==> config.mk <==
export PLATFORM = sky130hd
export DESIGN_NAME = rxe_seq
export DESIGN_NICKNAME = d
export VERILOG_FILES = /design/src/rtl/rxe_pkg.sv /design/src/rtl/rxe_seq.sv
export SDC_FILE = /design/constraint.sdc
export NUM_CORES = 1
export LEC_CHECK = 0
export ABC_AREA = 1
export BUFFER_PORTS_ARGS = -buffer_cell sky130_fd_sc_hd__buf_2
export CAP_MARGIN = 30
export CORE_MARGIN = 8
export CORE_UTILIZATION = 35
export CTS_CLUSTER_DIAMETER = 80
export DETAILED_ROUTE_END_ITERATION = 12
export REMOVE_ABC_BUFFERS = 1
export SETUP_SLACK_MARGIN = 0.15
export SKIP_CTS_REPAIR_TIMING = 1
export SLEW_MARGIN = 20
export SYNTH_ARGS = -nofsm -noshare
export SYNTH_HDL_FRONTEND = slang
export SYNTH_SLANG_ARGS = --single-unit
==> constraint.sdc <==
create_clock -name pclk -period 5.19 [get_ports pclk]
set_input_delay 0.519 -clock pclk [delete_from_list [all_inputs] [get_ports pclk]]
set_output_delay 0.519 -clock pclk [all_outputs]
set_load 0.05 [all_outputs]
==> src/rtl/rxe_pkg.sv <==
/*
 * rxe_pkg: constants for the reset and access fault exception sequencer.
 * Assumes a 32-bit APB register bus and one clock at 100 MHz.
 */
package rxe_pkg;
    // register byte offsets
    localparam logic [7:0] REG_CTRL    = 8'h00;
    localparam logic [7:0] REG_STATUS  = 8'h04;
    localparam logic [7:0] REG_SWORD   = 8'h08;
    localparam logic [7:0] REG_VBASE   = 8'h0c;
    localparam logic [7:0] REG_ISP     = 8'h10;
    localparam logic [7:0] REG_PC      = 8'h14;
    localparam logic [7:0] REG_XLAT    = 8'h18;
    localparam logic [7:0] REG_FADDR   = 8'h1c;
    localparam logic [7:0] REG_FSTAT   = 8'h20;
    localparam logic [7:0] REG_FPC     = 8'h24;
    localparam logic [7:0] REG_FSWORD  = 8'h28;
    // status word fields
    localparam int SW_TRACE_HIGH = 15;
    localparam int SW_TRACE_LOW  = 14;
    localparam int SW_SUPER      = 13;
    localparam int SW_MASTER     = 12;
    localparam int SW_IPM_LO     = 8;
    localparam logic [2:0] IPM_MAX = 3'h7;
    // translation control fields
    localparam int XL_ENABLE   = 15;
    localparam int XL_PAGE8K   = 14;
    localparam int XL_CACHE_I  = 4;
    localparam int XL_CACHE_D  = 5;
    localparam logic [15:0] SWORD_RST = 16'h2700;
    localparam logic [31:0] VBASE_RST = 32'h0000_0000;
    // vectors
    localparam logic [7:0] VEC_RESET_ISP = 8'h00;
    localparam logic [7:0] VEC_RESET_PC  = 8'h01;
    localparam logic [7:0] VEC_ACCESS    = 8'h02;
    localparam logic [2:0] PREFETCH_LW   = 3'h4;
    localparam logic [3:0] PST_RUN       = 4'h0;
    localparam logic [3:0] PST_EXC       = 4'h1;
    localparam logic [3:0] PST_HALT      = 4'h7;
    // access kinds
    localparam logic [1:0] AK_DATA_WR  = 2'h0;
    localparam logic [1:0] AK_DATA_RD  = 2'h1;
    localparam logic [1:0] AK_LINE_RD  = 2'h2;
    localparam logic [1:0] AK_PREFETCH = 2'h3;
    // system reset pulse width
    localparam int SYSTEM_RESET_OUTPUT_NS     = 5120;
    localparam int CLK_NS      = 10;
    localparam int SYSTEM_RESET_OUTPUT_CYCLES = SYSTEM_RESET_OUTPUT_NS / CLK_NS;

    typedef enum logic [2:0] {
        RXE_IDLE  = 3'b000,
        RXE_VISP  = 3'b001,
        RXE_VPC   = 3'b010,
        RXE_FILL  = 3'b011,
        RXE_RUN   = 3'b100,
        RXE_STACK = 3'b101,
        RXE_VACC  = 3'b110,
        RXE_HALT  = 3'b111
    } rxe_state_t;
endpackage : rxe_pkg

==> src/rtl/rxe_seq.sv <==
/*
 * rxe_seq: reset exception and access fault exception sequencer.
 * Assumes a memory port that answers each read with mem_done or
 * bus_error_acknowledge, and an APB master for the registers.
 */
// Implementation choices: the placing of the registers and the APB interface to the registers.
`timescale 1ns/1ps
`default_nettype none
module rxe_seq
    import rxe_pkg::*;
#(
    parameter int SYSTEM_RESET_OUTPUT_LEN = SYSTEM_RESET_OUTPUT_CYCLES
) (
    // clock and reset
    input  wire logic        pclk,
    input  wire logic        presetn,
    // external reset pin
    input  wire logic        external_reset_input_n,
    output logic             system_reset_output,
    // apb slave
    input  wire logic        psel,
    input  wire logic        penable,
    input  wire logic        pwrite,
    input  wire logic [7:0]  paddr,
    input  wire logic [31:0] pwdata,
    output logic [31:0]      prdata,
    output logic             pready,
    output logic             pslverr,
    // vector and prefetch read port
    output logic             mem_req,
    output logic [31:0]      mem_addr,
    input  wire logic [31:0] mem_rdata,
    input  wire logic        mem_done,
    input  wire logic        bus_error_acknowledge,
    // execution unit fault reports
    input  wire logic        acc_valid,
    input  wire logic [1:0]  acc_kind,
    input  wire logic [1:0]  acc_beat,
    input  wire logic        acc_needed,
    input  wire logic        acc_xlat_fault,
    input  wire logic        acc_walk_fail,
    input  wire logic [31:0] acc_addr,
    input  wire logic        prefetch_used,
    input  wire logic        flow_change,
    input  wire logic        pipe_idle,
    input  wire logic        prefetch_busy,
    input  wire logic        other_exception,
    input  wire logic [31:0] exec_pc,
    input  wire logic        stack_busy,
    input  wire logic        reload_busy,
    input  wire logic        reset_instr,
    // sequencer outputs
    output logic [3:0]       processor_state_lines,
    output logic             abort_instr,
    output logic             running
);
    rxe_state_t  st_q;
    logic [1:0]  rsync_q;
    logic        rst_seen_q;
    logic [15:0] sword_q;
    logic [15:0] sword_copy_q;
    logic [31:0] vbase_q;
    logic [31:0] isp_q;
    logic [31:0] pc_q;
    logic [31:0] fpc_q;
    logic [15:0] xlat_q;
    logic [31:0] faddr_q;
    logic [31:0] fstat_q;
    logic        pend_q;
    logic        pend_xlat_q;
    logic [31:0] pend_addr_q;
    logic [2:0]  fill_q;
    logic [15:0] system_reset_output_q;
    logic [31:0] prdata_q;
    logic        fault_now;
    logic        data_fault;
    logic        take_pend;
    logic        in_exc;
    logic        apb_wr;
    logic        bad_addr;

    // pin synchroniser; only the second stage is read
    always_ff @(posedge pclk or negedge presetn) begin
        if (!presetn) begin
            rsync_q <= 2'h3;
        end else begin
            rsync_q <= {rsync_q[0], external_reset_input_n};
        end
    end

    logic rst_act;
    assign rst_act = !rsync_q[1];

    assign apb_wr = psel && penable && pwrite;
    assign pready = 1'b1;
    assign bad_addr = (paddr[1:0] != 2'h0) || (paddr > REG_FSWORD);
    assign pslverr = psel && penable && bad_addr;

    // immediate data faults; line beats past the first only if needed
    always_comb begin
        data_fault = 1'b0;
        if (acc_valid && (acc_kind == AK_DATA_WR)) begin
            data_fault = 1'b1;
        end else if (acc_valid && (acc_kind == AK_DATA_RD)) begin
            data_fault = 1'b1;
        end else if (acc_valid && (acc_kind == AK_LINE_RD)) begin
            data_fault = (acc_beat == 2'h0) || acc_needed;
        end
    end

    // an instruction fault waits for the pipe to drain
    assign take_pend = pend_q && prefetch_used && pipe_idle
                       && !other_exception;
    // translation faults let the prefetch cycle finish first
    assign fault_now = (data_fault && !(acc_xlat_fault && prefetch_busy))
                       || take_pend;
    assign abort_instr = data_fault && (st_q == RXE_RUN);
    assign in_exc = (st_q == RXE_VISP) || (st_q == RXE_VPC)
                    || (st_q == RXE_FILL) || (st_q == RXE_STACK)
                    || (st_q == RXE_VACC);

    // sequencer
    always_ff @(posedge pclk or negedge presetn) begin
        if (!presetn) begin
            st_q       <= RXE_IDLE;
            rst_seen_q <= 1'b0;
            fill_q     <= 3'h0;
        end else if (rst_act) begin
            st_q       <= RXE_IDLE;
            rst_seen_q <= 1'b1;
            fill_q     <= 3'h0;
        end else begin
            unique case (st_q)
                RXE_IDLE: begin
                    // only leave idle once after reset release
                    if (rst_seen_q) begin
                        st_q       <= RXE_VISP;
                        rst_seen_q <= 1'b0;
                    end
                end
                RXE_VISP, RXE_VPC, RXE_VACC: begin
                    if (bus_error_acknowledge) begin
                        st_q <= RXE_HALT;
                    end else if (mem_done) begin
                        st_q <= (st_q == RXE_VISP) ? RXE_VPC : RXE_FILL;
                        fill_q <= 3'h0;
                    end
                end
                RXE_FILL: begin
                    if (bus_error_acknowledge) begin
                        st_q <= RXE_HALT;
                    end else if (mem_done) begin
                        fill_q <= fill_q + 3'h1;
                        if (fill_q == PREFETCH_LW - 3'h1) begin
                            st_q <= RXE_RUN;
                        end
                    end
                end
                RXE_RUN: begin
                    if (bus_error_acknowledge && reload_busy) begin
                        st_q <= RXE_HALT;
                    end else if (fault_now) begin
                        st_q <= RXE_STACK;
                    end
                end
                RXE_STACK: begin
                    if (bus_error_acknowledge) begin
                        st_q <= RXE_HALT;
                    end else if (!stack_busy) begin
                        st_q <= RXE_VACC;
                    end
                end
                RXE_HALT: begin
                    st_q <= RXE_HALT;
                end
            endcase
        end
    end

    // architectural state; reset values set while reset is held
    always_ff @(posedge pclk or negedge presetn) begin
        if (!presetn) begin
            sword_q <= SWORD_RST;
            vbase_q <= VBASE_RST;
            xlat_q  <= 16'h0000 | (16'h1 << XL_PAGE8K);
        end else if (rst_act) begin
            sword_q[SW_TRACE_HIGH] <= 1'b0;
            sword_q[SW_TRACE_LOW]  <= 1'b0;
            sword_q[SW_SUPER]      <= 1'b1;
            sword_q[SW_MASTER]     <= 1'b0;
            sword_q[SW_IPM_LO +: 3] <= IPM_MAX;
            vbase_q <= VBASE_RST;
            // cache enables, translation enable, transparent enables
            xlat_q  <= 16'h0000 | (16'h1 << XL_PAGE8K);
        end else if (st_q == RXE_RUN && fault_now) begin
            sword_q[SW_SUPER]      <= 1'b1;
            sword_q[SW_TRACE_HIGH] <= 1'b0;
            sword_q[SW_TRACE_LOW]  <= 1'b0;
        end else if (apb_wr && !bad_addr) begin
            if (paddr == REG_SWORD) begin
                sword_q <= pwdata[15:0];
            end
            if (paddr == REG_VBASE) begin
                vbase_q <= pwdata;
            end
            if (paddr == REG_XLAT) begin
                xlat_q <= pwdata[15:0];
            end
        end
    end

    // vector loads; reset saves nothing, fault saves the frame
    always_ff @(posedge pclk or negedge presetn) begin
        if (!presetn) begin
            isp_q <= 32'h0000_0000;
            pc_q  <= 32'h0000_0000;
        end else if (mem_done && !bus_error_acknowledge) begin
            if (st_q == RXE_VISP) begin
                isp_q <= mem_rdata;
            end
            if (st_q == RXE_VPC || st_q == RXE_VACC) begin
                pc_q <= mem_rdata;
            end
        end
    end

    always_ff @(posedge pclk or negedge presetn) begin
        if (!presetn) begin
            sword_copy_q <= 16'h0000;
            fpc_q        <= 32'h0000_0000;
            faddr_q      <= 32'h0000_0000;
            fstat_q      <= 32'h0000_0000;
        end else if (st_q == RXE_RUN && fault_now && !rst_act) begin
            sword_copy_q <= sword_q;
            fpc_q        <= exec_pc;
            faddr_q      <= take_pend ? pend_addr_q : acc_addr;
            // bit 0 marks a translation fault, vector offset above
            fstat_q <= {14'h0, VEC_ACCESS, 2'h0, 7'h0,
                        take_pend ? pend_xlat_q
                                  : (acc_xlat_fault || acc_walk_fail)};
        end
    end

    // deferred prefetch fault; a new report wins a same-cycle clear, except a clear by pin reset
    always_ff @(posedge pclk or negedge presetn) begin
        if (!presetn) begin
            pend_q      <= 1'b0;
            pend_xlat_q <= 1'b0;
            pend_addr_q <= 32'h0000_0000;
        end else if (acc_valid && acc_kind == AK_PREFETCH && !rst_act) begin
            pend_q      <= 1'b1;
            pend_xlat_q <= acc_xlat_fault || acc_walk_fail;
            pend_addr_q <= acc_addr;
        end else if (rst_act || flow_change || other_exception
                     || take_pend) begin
            pend_q <= 1'b0;
        end
    end

    // reset instruction: pulse to outside only, no internal effect
    always_ff @(posedge pclk or negedge presetn) begin
        if (!presetn) begin
            system_reset_output_q <= 16'h0000;
        end else if (reset_instr && st_q == RXE_RUN) begin
            system_reset_output_q <= SYSTEM_RESET_OUTPUT_LEN[15:0];
        end else if (system_reset_output_q != 16'h0000) begin
            system_reset_output_q <= system_reset_output_q - 16'h1;
        end
    end
    assign system_reset_output = (system_reset_output_q != 16'h0000);

    // memory request; vector address is four times number, plus base for the access vector only
    always_comb begin
        mem_req  = 1'b0;
        mem_addr = 32'h0000_0000;
        unique case (st_q)
            RXE_VISP: begin
                mem_req  = 1'b1;
                mem_addr = {22'h0, VEC_RESET_ISP, 2'h0};
            end
            RXE_VPC: begin
                mem_req  = 1'b1;
                mem_addr = {22'h0, VEC_RESET_PC, 2'h0};
            end
            RXE_VACC: begin
                mem_req  = 1'b1;
                mem_addr = vbase_q + {22'h0, VEC_ACCESS, 2'h0};
            end
            RXE_FILL: begin
                mem_req  = 1'b1;
                mem_addr = pc_q + {27'h0, fill_q, 2'h0};
            end
            default: begin
                mem_req  = 1'b0;
                mem_addr = 32'h0000_0000;
            end
        endcase
    end

    always_comb begin
        processor_state_lines = PST_RUN;
        if (st_q == RXE_HALT) begin
            processor_state_lines = PST_HALT;
        end else if (in_exc) begin
            processor_state_lines = PST_EXC;
        end
    end
    assign running = (st_q == RXE_RUN);

    // apb read data; caches and translation cache are never touched
    always_ff @(posedge pclk or negedge presetn) begin
        if (!presetn) begin
            prdata_q <= 32'h0000_0000;
        end else if (psel && !penable && !pwrite) begin
            unique case (paddr)
                REG_CTRL:   prdata_q <= {31'h0, rst_seen_q};
                REG_STATUS: prdata_q <= {25'h0, pend_q, running,
                                         1'b0, processor_state_lines};
                REG_SWORD:  prdata_q <= {16'h0, sword_q};
                REG_VBASE:  prdata_q <= vbase_q;
                REG_ISP:    prdata_q <= isp_q;
                REG_PC:     prdata_q <= pc_q;
                REG_XLAT:   prdata_q <= {16'h0, xlat_q};
                REG_FADDR:  prdata_q <= faddr_q;
                REG_FSTAT:  prdata_q <= fstat_q;
                REG_FPC:    prdata_q <= fpc_q;
                REG_FSWORD: prdata_q <= {16'h0, sword_copy_q};
                default:    prdata_q <= 32'h0000_0000;
            endcase
        end
    end
    assign prdata = prdata_q;
endmodule : rxe_seq
`default_nettype wire

==> summary by stage <==
Worst setup path
The number of cells on the worst reg-to-reg path is 4. The setup path with the least slack is of type reg -> out. The required time at the worst-slack endpoint is approximately 4.7 ns. For the worst setup path, the data arrival time is between 3 and 4 ns.

The largest fanout of any net on the critical path is 4. The worst setup path is launched from a register. The type of element capturing the critical path is a primary output. The flop-to-flop setup slack is just over 2 ns.

The worst register-to-register path begins at rsync_q[1]. The worst register-to-register path ends at fpc_q[21].

STA
The total of endpoints with negative setup slack in the final report is 0. For the final routed database, the setup TNS stands at 0 ns. For the final database, setup skew stands at 0.0237 ns. For this run, the top clock speed supported by timing is about 270 MHz. The smallest clock period supported by the final layout is computed as 3.69 ns. The transition time at the pin with the least slew margin is 0.974 ns. The max-slew violation count is 0.

The final hold violation count is 0. Across all setup checks in the final design, the least slack found is about 1.5 ns. The share of the clock period used by the worst path after layout is 0.710.

Headroom to the max-slew limit came out at 0.350. Setup repair after global routing left no endpoint under its margin.

Die
The core footprint is roughly 0.046 sq mm. The width of the die is between 200 and 250 um. 234 I/O pins were placed. The floorplan step defined a die boundary enclosing approximately 0.054 sq mm. The initial utilization of the core area, before any placement, comes to 0.354. The y dimension of the die is around 230 um.

In this run the core area contains about 80 standard-cell rows.

Clocking
The TritonCTS clock tree is done. The clock reaches the later pin of the worst-skew pair after approximately 0.56 ns. The total number of clock tree sinks is between 300 and 400. In this run the clock root is driven by a sky130_fd_sc_hd__clkbuf_16.

After clock tree synthesis, the clock-pin slew on the worst setup and hold paths is roughly 0.050 ns. The number of levels in the clock H-tree is 2. The number of buffers inserted during clock tree synthesis is 37.

The longest clock path from root to sink contains 3 buffers.

Yosys
Synthesis inferred 301 register bits. Among all flip-flop cells after synthesis, the most frequent one is sky130_fd_sc_hd__dfrtp_1. The distinct cell type count after synthesis is 43. In the post-synthesis netlist, the biggest area contributors are sky130_fd_sc_hd__dfrtp_1 45%, sky130_fd_sc_hd__nand2_1 19%, sky130_fd_sc_hd__o21ai_0 6.8%. In this run the cell area of the synthesized design comes to 0.0164 sq mm. The share of synthesized area in the top cell type comes to 0.448. The dominant combinational cell family by area after synthesis is simple AND/OR/NAND/NOR gates.

Of the total synthesized cell area, the portion taken by AND, OR, NAND and NOR gates is 0.332. Dividing the synthesized area by the synthesized cell count gives around 7 sq um. The number of warnings issued by yosys is 0. In the synthesized netlist the async set-or-reset flop fraction comes to 1.00.

The adder-cell share of the synthesized area is 0.00731. The post-synthesis compound-gate area fraction was 0.101. Measured against the total synthesized area, the mux share comes to 0. The cell taking the most area after synthesis is sky130_fd_sc_hd__dfrtp_1. The post-synthesis xor/xnor area fraction is 0.00533. Yosys mapped a number of flops with a built-in enable equal to 0.

The sequential cell area fraction in the yosys report is 0.459. The gate count after technology mapping is around 2300.

Global routing
The initial antenna violation count is 2. After global routing the overflow that remains totals 0. The first-pass GRT wire length is around 91000 um. Entering global routing, the biggest net connects ~170 pins. The global router's overall resource usage is 0.216. The number of global-route vias before repair is 15816.

Finish
The filler cells instantiated in the layout total slightly below 5000. The count of antenna diodes in the layout is 0. Summing all multi-input logic gate instances after layout gives approximately 0.0073 sq mm. For this run, the post-layout net count is around 2700. The area growth from synthesis to layout is 16.7%.

The finished layout holds 3117 standard cells, fillers aside. Across the whole layout, storage elements account for about 0.0075 sq mm. Once layout is complete, the utilization of the core stands at 0.413. In the final layout, the share of cells above drive strength 1 is 0.149.

Power
The power density normalized to cell area is slightly above 400 mW/mm^2. In this run the static leakage power is between 10 and 15 nW. The peak ir drop on the vdd network is 0.332 mV.

Place
The congestion estimate from routability-driven global placement came to about 0.9. The cell count after placement is 3050. The detailed placer's ending HPWL is around 43000 um. Before CTS, the worst setup slack after placement is between 2 and 2.5 ns. The count of buffers from port buffering is 231.

Routing
The final layout contains routed wiring with a total length of approximately 59000 um. Dividing the detail-routed via count by the number of cells gives 5.04. The remaining antenna violation count after routing is 0. The routed layout has between 15000 and 20000 vias. The count of routing violations after the opening detailed-route iteration is about 1400. In the routed design, unresolved DRC markers number 0. The iteration count of the initial detailed-routing pass is 5.

The average wire length per cell after detail routing is ~19 um.

Job
Across the run, the number of max-cap violations was 0.

Status
The flow ran to the end, and the final reports show no timing, DRC or antenna violations.

Min path
The worst min-delay path category is in -> async.
-- cells in the final DEF, fill, tap and decap left out, drive strengths merged --
cell type,netlist,routed
nor2,168,168
nand3,183,183
dfrtp,294,294
nor3,29,29
xor2,9,9
and2,1,1
a32o,1,1
ha,8,8
conb,2,2
o21bai,4,4
xnor2,1,1
nor4,1,1
inv,257,258
a31oi,2,2
o211ai,1,1
fa,1,1
clkinv,2,8
o22ai,24,24
a22o,1,1
and3,1,1
nand2,849,849
a21oi,17,17
clkbuf,40,58
dfstp,7,7
o31ai,1,1
o21ai,265,265
a31o,2,2
clkinvlp,0,1
nand4,53,53
buf,64,251
or2,9,9
-- cell families (layout without fill, tap and decap cells) --
family | Yosys count | in the layout
fa+ha+maj | 9 | 9
xor+xnor | 10 | 10
flops | 301 | 301
simple gates | 1294 | 1294
buf+inv | 363 | 576
other cells | 2 | 2
compound gates | 318 | 318
-- critical path: stages, from the launching register on --
cell	delay (ns)
sky130_fd_sc_hd__dfrtp_1	0.39
sky130_fd_sc_hd__ha_1	0.19
sky130_fd_sc_hd__inv_1	0.05
sky130_fd_sc_hd__fa_1	0.35
sky130_fd_sc_hd__inv_1	0.08
sky130_fd_sc_hd__nand2_1	0.07
sky130_fd_sc_hd__nand2_1	0.10
sky130_fd_sc_hd__nand2_1	0.11
sky130_fd_sc_hd__nor3_1	0.54
sky130_fd_sc_hd__nand2_1	0.12
sky130_fd_sc_hd__nand2_1	0.08
sky130_fd_sc_hd__nand3_1	0.06
sky130_fd_sc_hd__o21ai_0	0.15
sky130_fd_sc_hd__buf_2	0.33
-- power breakdown --
group	switching [mW]	internal, mW	total, mW
logic	1.23	0.578	1.81
clock network	1.03	1.53	2.56
registers	0.459	2.97	3.43
total	2.73	5.08	7.80
-- per-stage QoR --
stage          hold WS [ns]  total power [mW]  cell area [sq um]
6_report             0.0622              7.80              19200
3_5_place_dp          0.347              5.27              18000
2_1_floorplan         0.223              4.57              15800
5_1_grt              0.0647              8.29              19200
3_3_place_gp          0.348              5.22              18000
4_1_cts              0.0528              7.87              19200
-- synthesized netlist by cell type (all sizes together), types with 2 or more instances --
master,n
dfrtp,294
o21ai,265
o21bai,4
inv,257
nand3,183
clkbuf,40
buf,64
a31o,2
xor2,9
conb,2
or2,9
a31oi,2
o22ai,24
clkinv,2
dfstp,7
nor3,29
nor2,168
a21oi,17
nand4,53
ha,8
nand2,849
-- worst max path at each step --
stage                          from  depth (start not counted)           end
floorplan           other_exception                          6   faddr_q[17]
global placement         rsync_q[1]                          4     fpc_q[26]
detailed placement       rsync_q[1]                          4     fpc_q[21]
CTS                       fill_q[0]                         13  mem_addr[24]
global route              fill_q[0]                         13  mem_addr[24]
finish                    fill_q[0]                         13  mem_addr[24]
-- layout make-up --
cell class                      count  area share
Sequential cell                   301       0.393
Multi-Input combinational cell   1633       0.383
Timing Repair Buffer              251      0.0703
Clock buffer                       58      0.0604
Inverter                          259      0.0510
Tap cell                          607      0.0396
Clock inverter                      8     0.00241
-- layer usage --
metal,wire (um),track usage,up-vias
met2,27900,0.360,552
met3,3770,0.0421,97
met5,23,0,-
met4,1980,0.0792,4
li1,-,-,7666
met1,25300,0.276,7398
-- state kept, by name, indices dropped and copies added (netlist names), 3 cells and up --
register               flops
st_q                       3
pend_addr_q               32
pc_q                      32
fpc_q                     32
sword_q                   16
system_reset_output_q     16
faddr_q                   32
prdata                    32
fill_q                     3
isp_q                     32
xlat_q                    16
vbase_q                   32
sword_copy_q              16
No activity file was read; power rests on OpenSTA's default activity.
